[config.mk]
export PLATFORM = sky130hd
export DESIGN_NAME = hbi_device_flat
export DESIGN_NICKNAME = d
export VERILOG_FILES = /design/src/pkg/hbi_pkg.sv /design/src/pkg/hbi_if.sv /design/src/rtl/hbi_device.sv /design/src/flat_wrapper.sv
export SDC_FILE = /design/constraint.sdc
export NUM_CORES = 1
export LEC_CHECK = 0
export ABC_AREA = 1
export BUFFER_PORTS_ARGS = -buffer_cell sky130_fd_sc_hd__buf_2
export CORE_UTILIZATION = 58
export CTS_CLUSTER_SIZE = 40
export DETAILED_ROUTE_END_ITERATION = 10
export GPL_TIMING_DRIVEN = 0
export PLACE_DENSITY_LB_ADDON = 0.2
export SKIP_CTS_REPAIR_TIMING = 1
export SLEW_MARGIN = 20
export SYNTH_ARGS = -nofsm -noshare
export SYNTH_HDL_FRONTEND = slang
export SYNTH_SLANG_ARGS = --single-unit
[constraint.sdc]
create_clock -name CLK_SYS_IN -period 5.5 [get_ports CLK_SYS_IN]
set_clock_uncertainty 0.05 [all_clocks]
set_input_delay 1.1 -clock CLK_SYS_IN [delete_from_list [all_inputs] [get_ports CLK_SYS_IN]]
set_output_delay 1.1 -clock CLK_SYS_IN [all_outputs]
set_load 0.01 [all_outputs]
[src/pkg/hbi_pkg.sv]
// shared constants and types for the host bus interface
package hbi_pkg;
  // ---------------------------------------------------------------
  // address map
  // ---------------------------------------------------------------
  localparam logic [11:0] BASE_ADDR_HI    = 12'h030;  // A15..A4 match
  localparam logic [3:0]  OFS_BANK_SEL    = 4'hE;     // bank select word
  localparam logic [3:0]  OFS_BANK_DWORD  = 4'hC;     // dword write alias
  localparam logic [3:0]  OFS_DATA_REG    = 4'h8;     // data register
  localparam logic [2:0]  PHY_BANK        = 3'h7;     // external phy bank
  localparam logic [15:0] BANK_SEL_RESET  = 16'h3300;
  localparam int          FIFO_DEPTH      = 4;
  localparam int          PTR_W           = 2;
  // ---------------------------------------------------------------
  // timing
  // ---------------------------------------------------------------
  localparam int CLK_MHZ        = 200;
  localparam int LB_MAX_MHZ     = 50;
  localparam int DMA_MAX_MHZ_X100 = 833;
  localparam int ACK_HOLD_CYC   = 1;
  // device access state
  typedef enum logic [1:0] {
    HBI_IDLE = 2'b00,
    HBI_WAIT = 2'b01,
    HBI_DONE = 2'b11
  } hbi_state_t;
  // byte lane steering by address, rotates a dword
  function automatic logic [31:0] hbi_swap_words(input logic [31:0] d,
                                                 input logic a1);
    hbi_swap_words = a1 ? {d[15:0], d[31:16]} : d;
  endfunction : hbi_swap_words
endpackage : hbi_pkg

[src/pkg/hbi_if.sv]
// host bus pins between the host controller and the device end
`timescale 1ns/1ps
`default_nettype none
interface hbi_if;
  logic [15:0] addr;
  logic        address_enable;
  logic        address_strobe_n;
  logic        read_strobe_n;
  logic        write_strobe_n;
  logic        cycle_strobe_n;
  logic        write_not_read;
  logic        local_bus_mode_n;
  logic        datapath_select_n;
  logic [3:0]  byte_en_n;
  logic        bus16;
  logic [31:0] data_host;      // host drives
  logic        data_host_oe;
  logic [31:0] data_dev;       // device drives
  logic        data_dev_oe;
  logic        async_ready;
  logic        sync_ready_n;
  logic        phy_window_select_n;
  modport device (
    input  addr, address_enable, address_strobe_n, read_strobe_n,
           write_strobe_n, cycle_strobe_n, write_not_read,
           local_bus_mode_n, datapath_select_n, byte_en_n, bus16,
           data_host, data_host_oe,
    output data_dev, data_dev_oe, async_ready, sync_ready_n,
           phy_window_select_n
  );
  modport host (
    output addr, address_enable, address_strobe_n, read_strobe_n,
           write_strobe_n, cycle_strobe_n, write_not_read,
           local_bus_mode_n, datapath_select_n, byte_en_n, bus16,
           data_host, data_host_oe,
    input  data_dev, data_dev_oe, async_ready, sync_ready_n,
           phy_window_select_n
  );
endinterface : hbi_if
`default_nettype wire

[src/rtl/hbi_device.sv]
// device end: decode, latch, lane steering, data fifos, ready logic
//
// How it works
// RQ1 - decode A15..A4 with address enable
// RQ2 - latch transparent in strobe, hold at rise
// RQ3 - all widths; dword write at C hits bank
// RQ4 - no byte swapping, no eight bit mode
// RQ5 - sixteen bit bus swaps words on A1
// RQ6 - async access acts on strobe edges
// RQ7 - ready drops on a strobe the fifo cannot meet, released by clock
// RQ8 - sync mode uses cycle strobe, sync ready
// RQ9 - host keeps bus clock in limits
// RQ10 - datapath select bypasses decode and bank
// RQ11 - datapath select accesses are 32 bit
// RQ12 - datapath select async or burst dma
// RQ13 - host never mixes sync and async
// RQ14 - arbiter orders host and mac requests
// RQ15 - memory reads 32 bit, lanes steered
// RQ16 - two fifos; not ready when unmet
// RQ17 - phy chip select in bank 7 low
// RQ18 - ready held off until grant
//
// Decided for this implementation: the AHB-Lite slave port.
`timescale 1ns/1ps
`default_nettype none
module hbi_device
  import hbi_pkg::*;
(
  input  wire logic        CLK_SYS_IN,
  input  wire logic        NRST_IN,
  hbi_if.device            bus,
  input  wire logic        MAC_REQ_IN,     // mac dma wants memory
  output logic             MAC_GNT_OUT,
  output logic             MEM_REQ_OUT,    // memory cycle start
  output logic             MEM_WR_OUT,
  output logic [31:0]      MEM_WDATA_OUT,
  input  wire logic [31:0] MEM_RDATA_IN,
  output logic [15:0]      BANK_SEL_OUT
);
  import hbi_pkg::*;

  // ---------------------------------------------------------------
  // address latch and decode
  // ---------------------------------------------------------------
  logic [15:0] addr_q;
  wire  latch_open = !bus.address_strobe_n && bus.read_strobe_n &&
                     bus.write_strobe_n;
  // latch open while strobe low and no data strobe
  always_ff @(posedge CLK_SYS_IN) begin
    if (!NRST_IN) begin
      addr_q <= 16'h0000;
    end else begin
      if (latch_open) begin
        addr_q <= bus.addr; // RQ2
      end
    end
  end
  wire [15:0] addr_eff = latch_open ? bus.addr : addr_q;
  wire hit = bus.address_enable == 1'b0 &&
             addr_eff[15:4] == BASE_ADDR_HI; // RQ1
  wire dp_sel = !bus.datapath_select_n; // RQ10 RQ12
  wire [3:0] ofs = addr_eff[3:0];

  // ---------------------------------------------------------------
  // access detection
  // ---------------------------------------------------------------
  wire async_act = !bus.read_strobe_n || !bus.write_strobe_n; // RQ6
  wire sync_act  = !bus.local_bus_mode_n && !bus.cycle_strobe_n; // RQ8
  wire is_write  = sync_act ? bus.write_not_read : !bus.write_strobe_n;
  logic act_q;
  wire act = (async_act || sync_act) && (hit || dp_sel);
  wire act_start = act && !act_q;
  wire is_data = dp_sel || ofs[3:2] == OFS_DATA_REG[3:2]; // RQ10

  // ---------------------------------------------------------------
  // bank register
  // ---------------------------------------------------------------
  logic [15:0] bank;
  wire bank_dw  = ofs == OFS_BANK_DWORD && bus.byte_en_n == 4'h0; // RQ3
  wire bank_hit = !dp_sel && (ofs[3:1] == OFS_BANK_SEL[3:1] || bank_dw);
  // bank register write, dword at C lands only in the upper word
  wire [31:0] wdat = bus.bus16 ?
                     hbi_swap_words(bus.data_host, addr_eff[1]) :
                     bus.data_host; // RQ5 RQ4
  always_ff @(posedge CLK_SYS_IN) begin
    if (!NRST_IN) begin
      bank <= BANK_SEL_RESET;
    end else if (act_start && is_write && bank_hit) begin
      if (!bus.byte_en_n[2]) bank[7:0]  <= wdat[23:16]; // RQ3
      if (!bus.byte_en_n[3]) bank[15:8] <= wdat[31:24];
    end
  end
  assign BANK_SEL_OUT = bank;

  // ---------------------------------------------------------------
  // fifos toward and from packet memory
  // ---------------------------------------------------------------
  logic [31:0] txf [FIFO_DEPTH];
  logic [31:0] rxf [FIFO_DEPTH];
  logic [PTR_W:0] tx_wp, tx_rp, rx_wp, rx_rp;
  wire tx_full  = (tx_wp - tx_rp) == (PTR_W+1)'(FIFO_DEPTH);
  wire tx_empty = tx_wp == tx_rp;
  wire rx_full  = (rx_wp - rx_rp) == (PTR_W+1)'(FIFO_DEPTH);
  wire rx_empty = rx_wp == rx_rp;
  // started cycle the fifo cannot meet holds not ready
  wire can_meet = is_data ? (is_write ? !tx_full : !rx_empty) : 1'b1;

  // arbiter: mac first when both request, host otherwise
  wire host_need = !tx_empty || !rx_full;
  wire gnt_mac   = MAC_REQ_IN; // RQ14
  wire gnt_host  = !MAC_REQ_IN && host_need;
  wire host_rd   = gnt_host && tx_empty;

  // ---------------------------------------------------------------
  // access state
  // ---------------------------------------------------------------
  hbi_state_t st, next_st;
  always_comb begin
    next_st = st;
    case (st)
      HBI_IDLE: begin
        if (act && can_meet) next_st = HBI_DONE; // RQ18
        else if (act) next_st = HBI_WAIT; // RQ16
      end
      HBI_WAIT: begin
        if (!act) next_st = HBI_IDLE;
        else if (can_meet) next_st = HBI_DONE;
      end
      HBI_DONE: begin
        if (!act) next_st = HBI_IDLE;
      end
      default: next_st = HBI_IDLE;
    endcase
  end
  wire take = (st != HBI_DONE) && next_st == HBI_DONE && is_data;

  // fifo pointers and storage
  always_ff @(posedge CLK_SYS_IN) begin
    if (!NRST_IN) begin
      st    <= HBI_IDLE;
      act_q <= 1'b0;
      tx_wp <= '0;
      tx_rp <= '0;
      rx_wp <= '0;
      rx_rp <= '0;
    end else begin
      st    <= next_st;
      act_q <= act;
      if (take && is_write) begin
        txf[tx_wp[PTR_W-1:0]] <= wdat;
        tx_wp <= tx_wp + 1'b1;
      end
      if (take && !is_write) rx_rp <= rx_rp + 1'b1;
      if (gnt_host && !tx_empty) tx_rp <= tx_rp + 1'b1;
      if (host_rd && !rx_full) begin
        rxf[rx_wp[PTR_W-1:0]] <= MEM_RDATA_IN; // RQ15
        rx_wp <= rx_wp + 1'b1;
      end
    end
  end

  // ---------------------------------------------------------------
  // outputs
  // ---------------------------------------------------------------
  wire [31:0] rd_raw = is_data ? rxf[rx_rp[PTR_W-1:0]] :
                       {bank, 16'h0000};
  wire [31:0] rd_lane = bus.bus16 ?
                        hbi_swap_words(rd_raw, addr_eff[1]) : rd_raw;
  wire phy_cs = hit && !dp_sel && ofs[3] == 1'b0 &&
                bank[2:0] == PHY_BANK; // RQ17
  always_ff @(posedge CLK_SYS_IN) begin
    if (!NRST_IN) begin
      bus.data_dev            <= 32'h0000_0000;
      bus.data_dev_oe         <= 1'b0;
      bus.async_ready         <= 1'b1;
      bus.sync_ready_n        <= 1'b1;
      bus.phy_window_select_n <= 1'b1;
      MAC_GNT_OUT             <= 1'b0;
      MEM_REQ_OUT             <= 1'b0;
      MEM_WR_OUT              <= 1'b0;
      MEM_WDATA_OUT           <= 32'h0000_0000;
    end else begin
      bus.data_dev    <= rd_lane; // RQ15
      bus.data_dev_oe <= act && !is_write && !phy_cs;
      // ready low from strobe start only while the fifo cannot meet it, released by clock when met
      // an access that misses the decode leaves ready alone
      bus.async_ready <= !(async_act && act &&
                           next_st != HBI_DONE); // RQ7
      bus.sync_ready_n <= !(sync_act && next_st == HBI_DONE &&
                            st != HBI_DONE); // RQ8
      bus.phy_window_select_n <= !phy_cs; // RQ17
      MAC_GNT_OUT   <= gnt_mac; // RQ14
      MEM_REQ_OUT   <= gnt_host;
      MEM_WR_OUT    <= gnt_host && !tx_empty;
      MEM_WDATA_OUT <= txf[tx_rp[PTR_W-1:0]];
    end
  end
endmodule : hbi_device
`default_nettype wire

[src/flat_wrapper.sv]
// flat-port wrapper written by rule: the top's interface ports become plain ports
module hbi_device_flat import hbi_pkg::*;
  (CLK_SYS_IN, NRST_IN, MAC_REQ_IN, MAC_GNT_OUT, MEM_REQ_OUT, MEM_WR_OUT, MEM_WDATA_OUT, MEM_RDATA_IN, BANK_SEL_OUT, bus_addr, bus_address_enable, bus_address_strobe_n, bus_read_strobe_n, bus_write_strobe_n, bus_cycle_strobe_n, bus_write_not_read, bus_local_bus_mode_n, bus_datapath_select_n, bus_byte_en_n, bus_bus16, bus_data_host, bus_data_host_oe, bus_data_dev, bus_data_dev_oe, bus_async_ready, bus_sync_ready_n, bus_phy_window_select_n);
  hbi_if bus_i ();
  input  wire logic CLK_SYS_IN;
  input  wire logic NRST_IN;
  input  wire logic MAC_REQ_IN;
  output logic MAC_GNT_OUT;
  output logic MEM_REQ_OUT;
  output logic MEM_WR_OUT;
  output logic [31:0] MEM_WDATA_OUT;
  input  wire logic [31:0] MEM_RDATA_IN;
  output logic [15:0] BANK_SEL_OUT;
  input wire logic [$bits(bus_i.addr)-1:0] bus_addr;
  input wire logic [$bits(bus_i.address_enable)-1:0] bus_address_enable;
  input wire logic [$bits(bus_i.address_strobe_n)-1:0] bus_address_strobe_n;
  input wire logic [$bits(bus_i.read_strobe_n)-1:0] bus_read_strobe_n;
  input wire logic [$bits(bus_i.write_strobe_n)-1:0] bus_write_strobe_n;
  input wire logic [$bits(bus_i.cycle_strobe_n)-1:0] bus_cycle_strobe_n;
  input wire logic [$bits(bus_i.write_not_read)-1:0] bus_write_not_read;
  input wire logic [$bits(bus_i.local_bus_mode_n)-1:0] bus_local_bus_mode_n;
  input wire logic [$bits(bus_i.datapath_select_n)-1:0] bus_datapath_select_n;
  input wire logic [$bits(bus_i.byte_en_n)-1:0] bus_byte_en_n;
  input wire logic [$bits(bus_i.bus16)-1:0] bus_bus16;
  input wire logic [$bits(bus_i.data_host)-1:0] bus_data_host;
  input wire logic [$bits(bus_i.data_host_oe)-1:0] bus_data_host_oe;
  output wire logic [$bits(bus_i.data_dev)-1:0] bus_data_dev;
  output wire logic [$bits(bus_i.data_dev_oe)-1:0] bus_data_dev_oe;
  output wire logic [$bits(bus_i.async_ready)-1:0] bus_async_ready;
  output wire logic [$bits(bus_i.sync_ready_n)-1:0] bus_sync_ready_n;
  output wire logic [$bits(bus_i.phy_window_select_n)-1:0] bus_phy_window_select_n;
  assign bus_i.addr = bus_addr;
  assign bus_i.address_enable = bus_address_enable;
  assign bus_i.address_strobe_n = bus_address_strobe_n;
  assign bus_i.read_strobe_n = bus_read_strobe_n;
  assign bus_i.write_strobe_n = bus_write_strobe_n;
  assign bus_i.cycle_strobe_n = bus_cycle_strobe_n;
  assign bus_i.write_not_read = bus_write_not_read;
  assign bus_i.local_bus_mode_n = bus_local_bus_mode_n;
  assign bus_i.datapath_select_n = bus_datapath_select_n;
  assign bus_i.byte_en_n = bus_byte_en_n;
  assign bus_i.bus16 = bus_bus16;
  assign bus_i.data_host = bus_data_host;
  assign bus_i.data_host_oe = bus_data_host_oe;
  assign bus_data_dev = bus_i.data_dev;
  assign bus_data_dev_oe = bus_i.data_dev_oe;
  assign bus_async_ready = bus_i.async_ready;
  assign bus_sync_ready_n = bus_i.sync_ready_n;
  assign bus_phy_window_select_n = bus_i.phy_window_select_n;
  hbi_device u_core (.CLK_SYS_IN(CLK_SYS_IN), .NRST_IN(NRST_IN), .bus(bus_i), .MAC_REQ_IN(MAC_REQ_IN), .MAC_GNT_OUT(MAC_GNT_OUT), .MEM_REQ_OUT(MEM_REQ_OUT), .MEM_WR_OUT(MEM_WR_OUT), .MEM_WDATA_OUT(MEM_WDATA_OUT), .MEM_RDATA_IN(MEM_RDATA_IN), .BANK_SEL_OUT(BANK_SEL_OUT));
endmodule
==> results_dict.tcl <==
set metrics [dict create \
    outcome "finished clean" \
    setup_ws_ns 1.41 \
    syn_nets 1480 \
    num_rows 57 \
    drc 0 \
    clk_pin_slew_ns 0.06 \
    layout_min_cycle_time_ns 4.09 \
    worstMarginPinSlew_ns 0.983 \
    pwr_density_cell_nw_per_um2 400 \
    clockBufferDepth 3 \
    clock-sinks 376 \
    final_hold_viol_count 0 \
    fin_crit_sh 0.743 \
    rr_endpoint "u_core.txf[3][3]" \
    initial_core_util 0.597 \
    top_usage_layer "met2" \
    synthDistinctLibCells 33 \
    critPathLaunch "u_core.tx_rp[1]" \
    track_usage 0.295 \
    cp-start-kind "flip-flop" \
    ant_nets 0 \
    regToRegSetupSlack_ns 1.41 \
    drive_gt1_frac 0.174 \
    grt_pass1_wl_um 57800 \
    met2_usage 0.488 \
    critPathRequiredTime_ns 5.68 \
    fin_cells 1955 \
    detailedPlace.worstSlack_ns 1.39 \
    drv_cap 0 \
    cellLeakagePower_uw 0.00693 \
    fmax_mhz 245 \
    syn_inst 1369 \
    antenna_found_initial 1 \
    vias 11059 \
    path_class "flip-flop to flip-flop" \
    nFillCells 1773 \
    fp.dieH_um 161 \
    wirelength_um 37900 \
    ys_seq_area_frac 0.689 \
    peakVddDrop_mv 0.330 \
    dpl.hpwl_um 25900 \
    area_delta_synth_final_pct 19.3 \
    cts_buffers 39 \
    dieArea_um2 25900 \
    worstSetupEndpoint "u_core.txf[3][3]" \
    htreeDepth 2 \
    met1_usage 0.392 \
    ctsRootBufferMaster "clkbuf_16" \
    io_buffers 182 \
    first_iter_violations 1266 \
    post_drt_wl_per_cell_um 19.4 \
    gp_congestion 0.895 \
    rr_worst_depth 16 \
    via_per_inst 5.66 \
    avgSynthCellArea_um2 10.7 \
    rsz0062_at_grt "no" \
    dieWidth_um 161 \
    gr-total-overflow 0 \
    end_kind "flip-flop" \
    io-pin-count 184 \
    cts_tree "yes" \
    worst-endpoint-arrival_ns 4.26 \
    regToRegStartpoint "u_core.tx_rp[1]" \
    grt_max_degree 25 \
    timing.slew.headroom 0.338 \
    grt_pass1_vias 10496 \
    worstSkewPairLatency_ns 0.53 \
    hold_class "flip-flop to flip-flop" \
    path_max_fanout 17 \
    netlist_area_um2 14600 \
    dp.cells 1883 \
    yosys_warnings 0 \
    setup_viol 0 \
    ys_ff_latch 376 \
    slew_violations 0 \
    utilization 0.712 \
    core_area_um2 24500 \
    firstDrtPassIters 6 \
    nNetsFinal 1711 \
    gr-usage-met3 0.0506 \
]
-- worst max-delay path, cell delays in order, from the launching register on --
cell      delay [ns]
dfxtp_1         0.34
clkbuf_1        0.30
clkinv_1        0.28
clkbuf_1        0.35
ha_1            0.41
a21oi_1         0.15
nand2_1         0.06
nand3_1         0.07
nand2_1         0.08
nand2_1         0.06
nand3_1         0.06
inv_1           0.12
nand4_1         0.20
inv_1           0.15
nand2_1         0.25
nor2_4          0.60
buf_16          0.24
-- flip-flops by register name (all words and copies together) (netlist names), named ones only --
signal                          count
u_core.bus.data_dev                32
u_core.MEM_WDATA_OUT               32
u_core.st                           2
u_core.rxf                        128
u_core.MEM_WR_OUT                   1
u_core.bus.data_dev_oe              1
u_core.MEM_REQ_OUT                  1
u_core.BANK_SEL_OUT                16
u_core.bus.async_ready              1
u_core.act_q                        1
u_core.addr_q                      16
u_core.bus.phy_window_select_n      1
u_core.tx_wp                        3
u_core.rx_wp                        3
u_core.bus.sync_ready_n             1
u_core.rx_rp                        3
u_core.txf                        128
u_core.MAC_GNT_OUT                  1
u_core.tx_rp                        3
-- stage by stage --
stage	power [µW]	setup TNS (ns)	hold slack (ns)	cell area (µm²)
2_1_floorplan	3980	0	0.397	14600
3_3_place_gp	4380	-4.94	0.409	16000
3_5_place_dp	4430	0	0.416	16200
4_1_cts	7000	0	0.431	17500
5_1_grt	7250	0	0.461	17500
6_report	6990	0	0.433	17500
-- final cells by class --
class                   instances  area (µm²)  share of cell area
well taps                     324         405              0.0232
repair buffers                190        1090              0.0626
plain buffers                  73         317              0.0181
clock buffers                  50        1050              0.0600
multi-input cells             814        3900               0.223
inverters                     106         398              0.0228
clock inverters                21         211              0.0121
diodes                          1        2.50            0.000143
flip-flops and latches        376       10100               0.578
-- layer usage --
metal | vias to the layer above | share of wire | wire, µm
met1 | 5194 | 0.40 | 15000
met4 | 0 | 0.034 | 1270
met3 | 97 | 0.095 | 3620
met5 | - | 0 | 0
li1 | 5139 | - | -
met2 | 629 | 0.48 | 18000
-- report_power, final --
group	total (µW)	switching, µW	internal (µW)	leakage (µW)
clock	2600	1060	1540	0.000619
sequential	3300	65.4	3240	0.00330
combinational	1090	756	339	0.00301
total	6990	1880	5110	0.00693
-- worst min path at each step --
stage	from	to	slack, ns	cells after the start
2_1_floorplan	u_core.rx_wp[2]	u_core.rx_wp[2]	0.40	2
3_3_place_gp	u_core.st[0]	u_core.st[0]	0.41	2
3_5_place_dp	u_core.rx_wp[2]	u_core.rx_wp[2]	0.42	2
4_1_cts	u_core.addr_q[3]	u_core.addr_q[3]	0.43	2
5_1_grt	u_core.rx_wp[2]	u_core.rx_wp[2]	0.46	2
6_report	u_core.addr_q[3]	u_core.addr_q[3]	0.43	2
-- Yosys cell counts, drive strengths merged --
master,count,area share
clkinv,4,0.0010
o22ai,31,0.013
clkbuf,53,0.014
dfxtp,120,0.16
nand3,14,0.0051
edfxtp,256,0.52
o21a,4,0.0021
xnor2,1,0.00060
o211ai,4,0.0034
nor3,3,0.0010
o21ai,211,0.072
nor4,1,0.00043
nand2,169,0.044
inv,102,0.026
nor2,268,0.070
nand4,12,0.0072
or2,1,0.00043
buf,20,0.0080
ha,14,0.012
a211oi,16,0.0082
xor2,2,0.0012
a21oi,63,0.022
-- layout by cell type (no fill, tap or decap), drive strengths merged, types with 16 or more instances in the layout --
| cell type | Yosys | routed |
|---|---|---|
| dfxtp | 120 | 120 |
| inv | 102 | 105 |
| edfxtp | 256 | 256 |
| buf | 20 | 210 |
| clkinv | 4 | 17 |
| o21ai | 211 | 211 |
| a211oi | 16 | 16 |
| o22ai | 31 | 31 |
| nand2 | 169 | 169 |
| nor2 | 268 | 268 |
| a21oi | 63 | 63 |
| clkbuf | 53 | 103 |
-- logic make-up after synthesis --
kind of cell,share of synthesized area
and+or+nand+nor,0.128
DFF,0.689
AOI/OAI and AO/OA,0.121
buffers and inverters,0.0488
adders and majority gates,0.0120
xor gates and xnor gates,0.00179
Note: power is estimated with default switching activity, not from simulation.
